**config.mk**
```make
export PLATFORM = sky130hd
export DESIGN_NAME = sms_status
export DESIGN_NICKNAME = d
export VERILOG_FILES = /design/src/logic/sms_pkg.sv /design/src/logic/sms_arb.sv /design/src/logic/sms_rom.sv /design/src/logic/sms_status.sv
export VERILOG_INCLUDE_DIRS = /design/src /design/src/logic
export SDC_FILE = /design/constraint.sdc
export NUM_CORES = 1
export LEC_CHECK = 0
export ABC_CLOCK_PERIOD_IN_PS = 2950
export BUFFER_PORTS_ARGS = -buffer_cell sky130_fd_sc_hd__buf_4
export CORE_UTILIZATION = 51
export DETAILED_ROUTE_END_ITERATION = 16
export PLACE_DENSITY = 0.8
export SYNTH_ARGS = -nofsm -noshare
export SYNTH_HDL_FRONTEND = slang
export SYNTH_HIERARCHICAL = 1
export SYNTH_SLANG_ARGS = --single-unit
```
**constraint.sdc**
```tcl
create_clock -name CLOCK -period 2.95 [get_ports CLOCK]
set_clock_uncertainty 0.2 [all_clocks]
set_input_delay 0.4425 -clock CLOCK [delete_from_list [all_inputs] [get_ports CLOCK]]
set_output_delay 0.4425 -clock CLOCK [all_outputs]
set_load 0.005 [all_outputs]
```
**src/logic/sms_regs.svh**
```systemverilog
// Register offsets, field positions and limits of the SMBus status block
`ifndef SMS_REGS_SVH
`define SMS_REGS_SVH

`define SMS_STATUS_OFS 12'h424
`define SMS_CTRL_OFS   12'h428
`define SMS_MASK_OFS   12'h42C

`define SMS_SLV_LSB    1
`define SMS_MST_LSB    9
`define SMS_DONE_BIT   24
`define SMS_ERR_LSB    25
`define SMS_ERR_MSB    29
`define SMS_IOM_BIT    16
`define SMS_ICS_BIT    17

`define SMS_ERR_NACK   0
`define SMS_ERR_ARB    1
`define SMS_ERR_COND   2
`define SMS_ERR_CSUM   3
`define SMS_ERR_UNMAP  4

`define SMS_ARB_LIMIT  5'h10
`define SMS_ERR_RESET  5'h00
`define SMS_MASK_RESET 5'h00

`endif

```
**src/logic/sms_pkg.sv**
```systemverilog
// Types shared by the SMBus status block
package sms_pkg;

    typedef struct packed {
        logic nack;
        logic arb_lost;
        logic arb_won;
        logic misplaced;
    } sms_bus_evt_t;

    typedef struct packed {
        logic       start;
        logic       byte_vld;
        logic [7:0] data;
        logic       cfg_done;
        logic       unmapped;
        logic       last;
    } sms_rom_in_t;

    typedef enum logic {
        ARB_IDLE  = 1'b0,
        ARB_RETRY = 1'b1
    } sms_arb_st_t;

    typedef enum logic [1:0] {
        ROM_IDLE = 2'b00,
        ROM_LOAD = 2'b01,
        ROM_DONE = 2'b10
    } sms_rom_st_t;

endpackage

```
**src/logic/sms_arb.sv**
```systemverilog
// Arbitration retry counter and abort for the master SMBus port
`timescale 1ns/1ps
`include "sms_regs.svh"
module sms_arb (
    input  wire logic clk,
    input  wire logic rst_n,
    input  wire logic lost,
    input  wire logic won,
    input  wire logic ignore,
    output logic      retry,
    output logic      abort,
    output logic      proceed
);
    import sms_pkg::*;

    typedef struct packed {
        sms_arb_st_t st;
        logic [4:0]  cnt;
        logic        retry;
        logic        abort;
        logic        proceed;
    } sms_arb_state_t;

    sms_arb_state_t s_q;
    sms_arb_state_t s_d;
    logic [4:0]     cnt_inc;

    assign cnt_inc = s_q.cnt + 5'h01;

    always_comb begin
        s_d         = s_q;
        s_d.retry   = 1'b0;
        s_d.abort   = 1'b0;
        s_d.proceed = 1'b0;
        unique case (s_q.st)
            ARB_IDLE, ARB_RETRY: begin
                if (lost && ignore) begin
                    s_d.proceed = 1'b1;
                end else if (lost && cnt_inc == `SMS_ARB_LIMIT) begin
                    s_d.abort = 1'b1;
                    s_d.cnt   = 5'h00;
                    s_d.st    = ARB_IDLE;
                end else if (lost) begin
                    s_d.retry = 1'b1;
                    s_d.cnt   = cnt_inc;
                    s_d.st    = ARB_RETRY;
                end else if (won) begin
                    s_d.cnt = 5'h00;
                    s_d.st  = ARB_IDLE;
                end
            end
        endcase
    end

    always_ff @(posedge clk or negedge rst_n) begin
        if (!rst_n) begin
            s_q <= '0;
        end else begin
            s_q <= s_d;
        end
    end

    assign retry   = s_q.retry;
    assign abort   = s_q.abort;
    assign proceed = s_q.proceed;
endmodule

```
**src/logic/sms_rom.sv**
```systemverilog
// Serial ROM load tracker: checksum, done flag and load errors
`timescale 1ns/1ps
module sms_rom (
    input  wire logic                 clk,
    input  wire logic                 rst_n,
    input  wire logic                 en,
    input  wire logic                 ignore_csum,
    input  wire sms_pkg::sms_rom_in_t rin,
    output logic                      done,
    output logic                      csum_err,
    output logic                      unmap_err
);
    import sms_pkg::*;

    typedef struct packed {
        sms_rom_st_t st;
        logic [7:0]  sum;
        logic        seen;
        logic        csum_err;
        logic        unmap_err;
    } sms_rom_state_t;

    sms_rom_state_t s_q;
    sms_rom_state_t s_d;
    logic [7:0]     sum_nx;
    logic           seen_nx;

    assign sum_nx  = rin.byte_vld ? s_q.sum + rin.data : s_q.sum;
    assign seen_nx = s_q.seen | rin.cfg_done;

    always_comb begin
        s_d           = s_q;
        s_d.csum_err  = 1'b0;
        s_d.unmap_err = 1'b0;
        unique case (s_q.st)
            ROM_IDLE: begin
                if (en && rin.start) begin
                    s_d.st   = ROM_LOAD;
                    s_d.sum  = 8'h00;
                    s_d.seen = 1'b0;
                end
            end
            ROM_LOAD: begin
                s_d.sum  = sum_nx;
                s_d.seen = seen_nx;
                if (rin.unmapped) begin
                    s_d.unmap_err = 1'b1;
                    s_d.st        = ROM_DONE;
                end else if (rin.last) begin
                    // Sum of all bytes must wrap to zero
                    s_d.csum_err = (!ignore_csum && sum_nx != 8'h00)
                                 || !seen_nx;
                    s_d.st       = ROM_DONE;
                end
            end
            ROM_DONE: begin
                s_d.st = ROM_DONE;
            end
            default: begin
                s_d.st = ROM_IDLE;
            end
        endcase
    end

    always_ff @(posedge clk or negedge rst_n) begin
        if (!rst_n) begin
            s_q <= '0;
        end else begin
            s_q <= s_d;
        end
    end

    assign done      = s_q.st == ROM_DONE;
    assign csum_err  = s_q.csum_err;
    assign unmap_err = s_q.unmap_err;
endmodule

```
**src/logic/sms_status.sv**
```systemverilog
// SMBus status, control and error reporting with Avalon-MM access
//
// The implementer's own choice: the Avalon-MM slave port.
`timescale 1ns/1ps
`include "sms_regs.svh"
module sms_status (
    input  wire logic                 CLOCK,
    input  wire logic                 RST_N,
    input  wire logic [11:0]          ADDRESS,
    input  wire logic                 READ,
    input  wire logic                 WRITE,
    input  wire logic [31:0]          WRITEDATA,
    input  wire logic [3:0]           BYTEENABLE,
    output logic      [31:0]          READDATA,
    output logic                      WAITREQUEST,
    input  wire logic [6:0]           SLAVE_ADDR_STRAP,
    input  wire logic [6:0]           MASTER_ADDR_STRAP,
    input  wire logic                 ROM_LOAD_MODE,
    input  wire sms_pkg::sms_bus_evt_t BUS_EVT,
    input  wire sms_pkg::sms_rom_in_t  ROM_IN,
    output logic                      RETRY_ARB,
    output logic                      ABORT_TXN,
    output logic                      PROCEED_LOST,
    output logic                      ROM_LOAD_DONE,
    output logic                      IRQ
);
    import sms_pkg::*;

    typedef struct packed {
        logic        ack;
        logic [31:0] rdata;
        logic        strapped;
        logic [6:0]  slave_port_address;
        logic [6:0]  master_port_address;
        logic        ignore_other_masters;
        logic        ignore_load_checksum;
        logic [4:0]  err;
        logic [4:0]  mask;
        logic        irq;
    } sms_state_t;

    sms_state_t s_q;
    sms_state_t s_d;

    logic        rom_load_done;
    logic        csum_pulse;
    logic        unmap_pulse;
    logic        abort_pulse;
    logic        req;
    logic        wr_go;
    logic        hit_status;
    logic        hit_ctrl;
    logic        hit_mask;
    logic [4:0]  evt;
    logic [4:0]  clr;
    logic [4:0]  err_nx;
    logic [31:0] status_word;
    logic [31:0] ctrl_word;
    logic [31:0] mask_word;

    sms_arb u_arb (
        .clk     (CLOCK),
        .rst_n   (RST_N),
        .lost    (BUS_EVT.arb_lost),
        .won     (BUS_EVT.arb_won),
        .ignore  (s_q.ignore_other_masters),
        .retry   (RETRY_ARB),
        .abort   (abort_pulse),
        .proceed (PROCEED_LOST)
    );

    sms_rom u_rom (
        .clk         (CLOCK),
        .rst_n       (RST_N),
        .en          (ROM_LOAD_MODE),
        .ignore_csum (s_q.ignore_load_checksum),
        .rin         (ROM_IN),
        .done        (rom_load_done),
        .csum_err    (csum_pulse),
        .unmap_err   (unmap_pulse)
    );

    // One wait state: decode in the first cycle, answer in the second
    assign req        = READ || WRITE;
    assign wr_go      = WRITE && s_q.ack;
    assign hit_status = {ADDRESS[11:2], 2'b00} == `SMS_STATUS_OFS;
    assign hit_ctrl   = {ADDRESS[11:2], 2'b00} == `SMS_CTRL_OFS;
    assign hit_mask   = {ADDRESS[11:2], 2'b00} == `SMS_MASK_OFS;

    always_comb begin
        status_word = 32'h0000_0000;
        status_word[`SMS_SLV_LSB +: 7] = s_q.slave_port_address;
        status_word[`SMS_MST_LSB +: 7] = s_q.master_port_address;
        status_word[`SMS_DONE_BIT] = rom_load_done;
        status_word[`SMS_ERR_MSB:`SMS_ERR_LSB] = s_q.err;
        ctrl_word = 32'h0000_0000;
        ctrl_word[`SMS_IOM_BIT] = s_q.ignore_other_masters;
        ctrl_word[`SMS_ICS_BIT] = s_q.ignore_load_checksum;
        mask_word = 32'h0000_0000;
        mask_word[`SMS_ERR_MSB:`SMS_ERR_LSB] = s_q.mask;
    end

    always_comb begin
        evt = 5'h00;
        evt[`SMS_ERR_NACK]  = BUS_EVT.nack;
        evt[`SMS_ERR_ARB]   = abort_pulse;
        evt[`SMS_ERR_COND]  = BUS_EVT.misplaced;
        evt[`SMS_ERR_CSUM]  = csum_pulse;
        evt[`SMS_ERR_UNMAP] = unmap_pulse;
    end

    // All error bits sit in byte lane 3
    assign clr = (wr_go && hit_status && BYTEENABLE[3])
               ? WRITEDATA[`SMS_ERR_MSB:`SMS_ERR_LSB] : 5'h00;

    always_comb begin
        s_d       = s_q;
        s_d.ack   = req && !s_q.ack;
        // Straps are caught once, on the first edge after reset release
        if (!s_q.strapped) begin
            s_d.strapped            = 1'b1;
            s_d.slave_port_address  = SLAVE_ADDR_STRAP;
            s_d.master_port_address = MASTER_ADDR_STRAP;
        end
        if (req && !s_q.ack) begin
            s_d.rdata = 32'h0000_0000;
            if (READ && hit_status) begin
                s_d.rdata = status_word;
            end else if (READ && hit_ctrl) begin
                s_d.rdata = ctrl_word;
            end else if (READ && hit_mask) begin
                s_d.rdata = mask_word;
            end
        end
        if (wr_go && hit_ctrl && BYTEENABLE[2]) begin
            s_d.ignore_other_masters = WRITEDATA[`SMS_IOM_BIT];
            s_d.ignore_load_checksum = WRITEDATA[`SMS_ICS_BIT];
        end
        if (wr_go && hit_mask && BYTEENABLE[3]) begin
            s_d.mask = WRITEDATA[`SMS_ERR_MSB:`SMS_ERR_LSB];
        end
        s_d.err = err_nx;
        s_d.irq = |(s_d.err & s_d.mask);
    end

    always_ff @(posedge CLOCK or negedge RST_N) begin
        if (!RST_N) begin
            s_q      <= '0;
            s_q.err  <= `SMS_ERR_RESET;
            s_q.mask <= `SMS_MASK_RESET;
        end else begin
            s_q <= s_d;
        end
    end

    assign WAITREQUEST   = req && !s_q.ack;
    assign READDATA      = s_q.rdata;
    assign ABORT_TXN     = abort_pulse;
    assign ROM_LOAD_DONE = rom_load_done;
    assign IRQ           = s_q.irq;

    // One sticky flag per error bit; a new event beats a clear in the
    // same cycle, so no event is ever lost to a racing write
    for (genvar i = 0; i < 5; i++) begin : g_err
        assign err_nx[i] = (s_q.err[i] && !clr[i]) || evt[i];

    end
endmodule

```
### Word-level counts from Yosys, hierarchy flattened

Index checks and enable logic that the tools add are counted.

* reduce and logical (&&, ||, !) cells: 43
* bitwise operators: 3
* equal/unequal tests: 8
* $add $sub $neg: 2
* mux-type cells: 23

Operators with widths (count)
* $mux W30: 3
* $eq A10 B9 Y1 const B: 3
* $mux W5: 5
* $logic_and A1 B1 Y1: 20
* $pmux W9 S2: 1
* $mux W11: 1
* $add A8 B8 Y8: 1
* $logic_not A1 Y1: 8
* $mux W2: 4
* $mux W8: 1
* $reduce_bool A8 Y1: 1
* $logic_or A1 B1 Y1: 7
* $mux W1: 7
* $pmux W2 S3: 1
* $reduce_and A2 Y1: 3
* $add A5 B1 Y5 const B: 1
* $and A5 B5 Y5: 1
* $eq A5 B5 Y1 const B: 1
* $reduce_or A5 Y1: 1
* $ne A3 B3 Y1 const B: 1
* $reduce_bool A3 Y1: 1
* $eq A2 B1 Y1 const B: 1
* $eq A2 B2 Y1 const B: 1
* $logic_not A2 Y1: 1
* other kinds (4): 4

* output and inout port bits: 38
* bits of input ports: 84
* register bits after elaboration: 82

### Longest topological paths before layout

Gate-level depths: netlist of the first run.

* depth in word-level cells: 9
* depth in mapped cells: 8
* depth with buffers taken out: 8

### By module

Netlist of the first run, hierarchy kept.

By module, submodules not included
* sms_status: cells an instance 208, area an instance 2309.7 um^2, sequential area each 1276.2 um^2, times used 1
* sms_rom: cells an instance 111, area an instance 1018.5 um^2, sequential area each 325.3 um^2, times used 1
* sms_arb: cells an instance 37, area an instance 412.9 um^2, sequential area each 200.2 um^2, times used 1

### Worst setup path before layout of the first run

OpenSTA, ideal clock, no wires.

* path type: input -> register
* start point: input ROM_IN[3] in the netlist's numbering
* end point: register u_rom.s_q (netlist bit u_rom/csum_err)
* path buffers: 0
* arrival time: 2.140 ns
* slack: 0.482 ns
* setup time: 0.128 ns
* stages on the path: 8
* path through: ha_1 fa_1 a211oi_2 o31ai_1 xor2_1 mux2_2 o41ai_2 a21oi_1

RTL lines
* start, declared: RTL line sms_status.sv:20 `input wire sms_pkg::sms_rom_in_t ROM_IN,`
* end signal, assigned: RTL line sms_rom.sv:67 `s_q <= '0;`
* end signal, assigned: RTL line sms_rom.sv:69 `s_q <= s_d;`
* end, declared: RTL line sms_rom.sv:23 `sms_rom_state_t s_q;`

==> results of run 1 <==
[metrics by stage]
stage | area (sq um) | hold slack (ns) | setup WS (ns) | cells
6_report | 4506 | 0.01401 | 0.3192 | 522
5_1_grt | 4506 | 0.08431 | 0.2042 | 522
4_1_cts | 4506 | 0.04371 | 0.3268 | 522
3_5_place_dp | 4270 | 0.2584 | 0.2027 | 506
3_3_place_gp | 4270 | 0.2518 | 0.2688 | 506
2_1_floorplan | 3775 | -0.05309 | 0.4818 | 365
[layout by cell type, fill, tap and decap left out, types with 2 or more instances in the layout]
master,Yosys,layout
buf_4,32,85
and2_2,2,2
nor3b_1,2,2
a21oi_1,11,11
a31oi_1,2,2
a22oi_1,5,5
nand2b_1,2,2
a21o_1,3,3
conb_1,2,11
a32o_1,2,2
nand3b_1,2,2
clkbuf_8,0,9
a21boi_0,2,2
ha_1,12,12
nor4b_4,2,2
mux2_2,20,20
nand2_1,57,57
o31ai_1,2,2
o21ai_0,14,14
xnor2_1,3,3
nor3_1,4,3
mux2i_1,5,5
nand3_1,18,18
o21ai_1,2,2
a22o_1,5,5
clkinv_2,0,2
bufinv_16,0,3
inv_1,15,15
a211oi_2,2,2
o22ai_1,3,3
xor2_1,5,5
dfrtp_1,72,72
nor2_1,10,10
[power groups by stage]
stage          sequential [uW]  clock (uW)  combinational, uW
2_1_floorplan             1180           0                597
4_1_cts                   1190         927                820
6_report                  1190         911                824
3_5_place_dp              1210           0                811
3_3_place_gp              1200           0                776
5_1_grt                   1200         967                928
[Yosys cell counts, drive strengths merged, types with 3 or more instances]
cell / number / area [sq um]
a21o: 3 / 22.52
mux2i: 5 / 50.05
nand3: 18 / 90.09
nand2: 58 / 220.2
mux2: 21 / 240.2
a22o: 5 / 43.79
o21ai: 17 / 88.84
clkbuf: 7 / 26.28
nor4b: 3 / 56.31
xor2: 5 / 43.79
a21oi: 11 / 55.05
nor3: 4 / 20.02
inv: 15 / 56.30
a22oi: 5 / 37.54
o22ai: 3 / 18.77
xnor2: 3 / 26.28
and2: 4 / 27.53
nor2: 10 / 37.54
dfrtp: 72 / 1802
ha: 12 / 150.1
a211oi: 3 / 32.53
buf: 33 / 245.2
[registers in the layout, indices dropped and copies added (netlist names)]
signal           cells
READDATA            22
s_q                 21
u_rom/s_q           11
mask_word            5
u_arb/s_q            5
ctrl_word            2
IRQ                  1
u_arb/abort          1
u_arb/proceed        1
u_arb/retry          1
u_rom/csum_err       1
u_rom/unmap_err      1
[final cells by class]
| cell class | instances | area [sq um] |
|---|---|---|
| timing repair buffer | 85 | 638.1 |
| clock inverter | 6 | 107.6 |
| multi-input combinational | 238 | 1654 |
| clock buffer | 10 | 127.6 |
| inverter | 15 | 56.30 |
| tap | 96 | 120.1 |
| sequential | 72 | 1802 |
| fill | 544 | 2439 |
[how the worst max path moves through the flow]
| stage | end | slack [ns] |
|---|---|---|
| global route | u_rom/csum_err | 0.20 |
| CTS | u_rom/csum_err | 0.33 |
| floorplan | u_rom/csum_err | 0.48 |
| finish | u_rom/csum_err | 0.32 |
| detailed placement | u_rom/csum_err | 0.20 |
| global placement | u_rom/csum_err | 0.27 |
[metal layers]
metal	share of wire	GRT usage	up-vias
met4	0.017	0.09836	0
met3	0.046	0.04807	16
li1	-	-	1337
met5	0	0	-
met2	0.49	0.3551	91
met1	0.45	0.2735	1340
[cells by family after synthesis]
group,synth area share
and+or+nand+nor,0.1599
DFF,0.4816
AOI/OAI and AO/OA,0.1271
buffers and inverters,0.08762
muxes,0.07759
adders and majority gates,0.04548
xor gates and xnor gates,0.01873
other,0.002007
[critical path, cell delays in order (launching register included)]
cell and delay (ns):
dfrtp_1 0.40, ha_1 0.26, fa_1 0.42, a211oi_2 0.23
nor2_1 0.09, xnor2_1 0.20, a41oi_1 0.21, o41ai_2 0.39
a21oi_1 0.11
==> out/metrics.cfg, run 1 <==
[die]
die_h_um = 87.65
dieArea_sq_um = 7682
start_util = 0.5387
core_area_sq_um = 6944
ios = 122
chipWidth_um = 87.65
fp-row-count = 30

[synthesis]
yosysSeqAreaShare = 0.4816
netlist_instances = 356
postSynth.asyncResetShare = 1.000
ys_types = 62
synth-edff-count = 0
synth_warnings = 6
synth_ff_type = dfrtp_1
syn-cell-area_sq_um = 3741
ys_ff_latch = 72
postSynthAreaPerCell_sq_um = 10.51

[critical_path]
path_max_fanout = 3
r2r-end = u_rom/csum_err
ff2ff_path_depth = 8
crit_required_ns = 2.96
crit_arrival_ns = 2.64
crit_type = reg -> reg
worstSetupEndpointType = flop
rrSetupSlack_ns = 0.32
worstSetupStartpointType = flop
timing.rr.start = u_rom/s_q[3]
critPathLaunch = u_rom/s_q[3]

[timing]
hold_viol = 0
worstMarginPinSlew_ns = 0.8830
fmax_ghz = 0.3801
setup_viol = 0
slew_violations = 0
fin_crit_sh = 0.8918
tns_ns = 0
relSlewSlack = 0.4113
grt_setup_unrepaired = false
min_period_ns = 2.631

[clocking]
htree_num_levels = 3
post_cts_buffers = 0
clk_latency_ns = 0.34
path_clk_slew_ns = 0.07
cts_resized = 0
cts-buffers-inserted = 9
cts.sinks = 72
cts_tree = done
clockBufferDepth = 2
hold_buffers = 0
cts_root_buffer = clkbuf_8

[cells_and_area]
layout-drive-gt1-share = 0.3239
nNetsFinal = 518
fin_util = 0.6488
syn_to_final_growth_pct = 20.43
antennaDiodeCount = 0

[grt]
grt_pass1_vias = 2756
antenna_found_initial = 0
grt_pass1_wl_um = 12670
overflow = 0
track_usage = 0.2158
grt_max_degree = 73

[power_and_ir_drop]
clkPwrFrac = 0.311
seq_power_share = 0.407
powerDensity_nw_per_um2 = 650.0
netSwitchingPower_uw = 908.9
combinationalPowerShare = 0.281
ir_worst_vdd_uv = 345.2
p_leak_uw = 0.002252
power_uw = 2929
switching_share = 0.3104
intPower_uw = 2020

[route]
first_pass_iters = 4
routed_via_density = 5.333
routed_wl_um = 7711
drt_iter0_drc = 118
vias = 2784
drc_errors = 0
routedWlPerCell_um = 14.77
postRouteAntennaNets = 0

[outcome]
status = finished clean

[job]
drv_cap = 0

[min_path]
hp-class = in -> async

[place]
place_congestion = 0.8342
port_buffers = 82
dp_hpwl_um = 5636

No activity file was read; power rests on OpenSTA's default activity.
==> run 2, diff against run 1 <==
--- a/config.mk
+++ b/config.mk
@@ -8,7 +8,9 @@
 export LEC_CHECK = 0
 export ABC_CLOCK_PERIOD_IN_PS = 2950
 export BUFFER_PORTS_ARGS = -buffer_cell sky130_fd_sc_hd__buf_4
+export CORE_MARGIN = 1.5
 export CORE_UTILIZATION = 51
+export CTS_BUF_LIST = sky130_fd_sc_hd__clkbuf_16
 export DETAILED_ROUTE_END_ITERATION = 16
 export PLACE_DENSITY = 0.8
 export SYNTH_ARGS = -nofsm -noshare
==> out/metrics.cfg, run 2 (same netlist as run 1, synthesis figures left out) <==
[outcome]
status = finished clean

[grt]
grt_pass1_wl_um = 12420  ; -2.0%
grt_pass1_vias = 2627  ; -4.7%
grt_max_degree = 73  ; unchanged
antenna_found_initial = 0  ; unchanged
track_usage = 0.2084  ; -0.007377
overflow = 0  ; unchanged

[route]
vias = 2816  ; +1.1%
postRouteAntennaNets = 0  ; unchanged
first_pass_iters = 4  ; unchanged
routed_wl_um = 7840  ; +1.7%
routed_via_density = 5.374  ; +0.76%
routedWlPerCell_um = 14.96  ; +1.3%
drt_iter0_drc = 200  ; +69%
drc_errors = 0  ; unchanged

[critical_path]
r2r-end = u_rom/csum_err
worstSetupEndpointType = flop
timing.rr.start = u_rom/s_q[3]
crit_type = reg -> reg
rrSetupSlack_ns = 0.35  ; +0.03 ns
crit_required_ns = 2.94  ; -0.02 ns
worstSetupStartpointType = flop
path_max_fanout = 3  ; unchanged
crit_arrival_ns = 2.59  ; -0.05 ns
ff2ff_path_depth = 8  ; unchanged

[place]
dp_slack_ns = 0.2524  ; +0.04969 ns
dpl.cell_count = 509  ; +0.59%
placed_area_sq_um = 4274  ; about the same
place_congestion = 0.8467  ; +1.5%
dp_hpwl_um = 5755  ; +2.1%
port_buffers = 82  ; unchanged

[die]
core_area_sq_um = 7176  ; +3.3%
chipWidth_um = 88.65  ; +1.1%
ios = 122  ; unchanged
fp-row-count = 31  ; +3.3%
die_h_um = 88.65  ; +1.1%
start_util = 0.5214  ; -0.01738
dieArea_sq_um = 7858  ; +2.3%

[timing]
slew_violations = 0  ; unchanged
setup_viol = 0  ; unchanged
fin_crit_sh = 0.8822  ; -0.009639
tns_ns = 0  ; unchanged
relSlewSlack = 0.4111  ; about the same
holdWs_ns = 0.04547  ; +0.03146 ns
grt_setup_unrepaired = false
fmax_ghz = 0.3843  ; +1.1%
min_period_ns = 2.602  ; -0.02843 ns
hold_viol = 0  ; unchanged
worstMarginPinSlew_ns = 0.8834  ; +0.0004017 ns
setup_ws_ns = 0.3476  ; +0.02843 ns

[clocking]
clockBufferDepth = 2  ; unchanged
cts-buffers-inserted = 9  ; unchanged
cts_tree = done
path_clk_slew_ns = 0.05  ; -0.02 ns
post_cts_buffers = 0  ; unchanged
cts.sinks = 72  ; unchanged
cts_resized = 0  ; unchanged
clk_latency_ns = 0.32  ; -0.02 ns
cts_root_buffer = clkbuf_16
hold_buffers = 0  ; unchanged
htree_num_levels = 3  ; unchanged

[cells_and_area]
syn_to_final_growth_pct = 22.34
post-route-cell-area_sq_um = 4577  ; +1.6%
layout-drive-gt1-share = 0.3200  ; -0.003944
final_common_cell = buf_4
multi_input_area_sq_um = 1654  ; unchanged
layout_common_cells = buf_4 (85), dfrtp_1 (72), nand2_1 (57)
antennaDiodeCount = 0  ; unchanged
largest_reg_flops = 22  ; unchanged
stdcell_count = 524  ; +0.38%
nNetsFinal = 518  ; unchanged
nFillCells = 568  ; +4.4%
seq_area_sq_um = 1802  ; unchanged

[power_and_ir_drop]
powerDensity_nw_per_um2 = 682.8  ; +5.0%
ir_worst_vdd_uv = 361.4  ; +4.7%
p_leak_uw = 0.002293  ; +1.8%

[job]
drv_cap = 0  ; unchanged

[min_path]
hp-class = in -> async

[run 2: changes by cell type in the layout (fill, tap and decap cells not counted)]
cell        delta
bufinv_16      -1
inv_1          +2
clkbuf_8       -9
clkbuf_16      +9
clkinvlp_4     -1
clkbuf_1       -1
[run 2: metrics by stage]
step             util  power (uW)
3_5_place_dp   0.5956        2022
5_1_grt        0.6378        3287
4_1_cts        0.6378        3131
3_3_place_gp   0.5956        1975
6_report       0.6378        3125
2_1_floorplan       -        1777
[run 2: worst max-delay path by stage]
stage / slack (ns) / startpoint / cells after the start / to
final: 0.35 / u_rom/s_q[3] / 8 / u_rom/csum_err
after detailed placement: 0.25 / ROM_IN[3] / 9 / u_rom/csum_err
after CTS: 0.36 / u_rom/s_q[3] / 8 / u_rom/csum_err
after floorplan: 0.48 / ROM_IN[3] / 8 / u_rom/csum_err
after global routing: 0.24 / u_rom/s_q[3] / 8 / u_rom/csum_err
after global placement: 0.27 / ROM_IN[3] / 9 / u_rom/csum_err
[run 2: routing by layer]
| metal | vias to the layer above | share of wire | global-route usage |
|---|---|---|---|
| li1 | 1352 | - | - |
| met1 | 1359 | 0.44 | 0.2826 |
| met2 | 89 | 0.50 | 0.3292 |
| met3 | 16 | 0.041 | 0.02985 |
| met4 | 0 | 0.025 | 0.1009 |
| met5 | - | 0 | 0 |
[run 2: worst max-delay path: stages, from the launching register on]
cell and delay, ns:
dfrtp_1 0.40, ha_1 0.25, fa_1 0.43, a211oi_2 0.24, o31ai_1 0.12, xor2_1 0.14
mux2_2 0.30, o41ai_2 0.27, a21oi_1 0.13
[run 2: cell type report]
cell class / instances / area share
tap: 99 / 0.02706
sequential: 72 / 0.3937
inverter: 15 / 0.01230
clock buffer: 9 / 0.04921
timing repair buffer: 85 / 0.1394
clock inverter: 6 / 0.01695
multi-input combinational: 238 / 0.3614
[run 2: power breakdown]
part           internal [uW]  switching [uW]  total (uW)  leakage [uW]
combinational            367             468         834       0.00120
clock                    725             372        1100      0.000158
sequential              1100            93.4        1190      0.000933
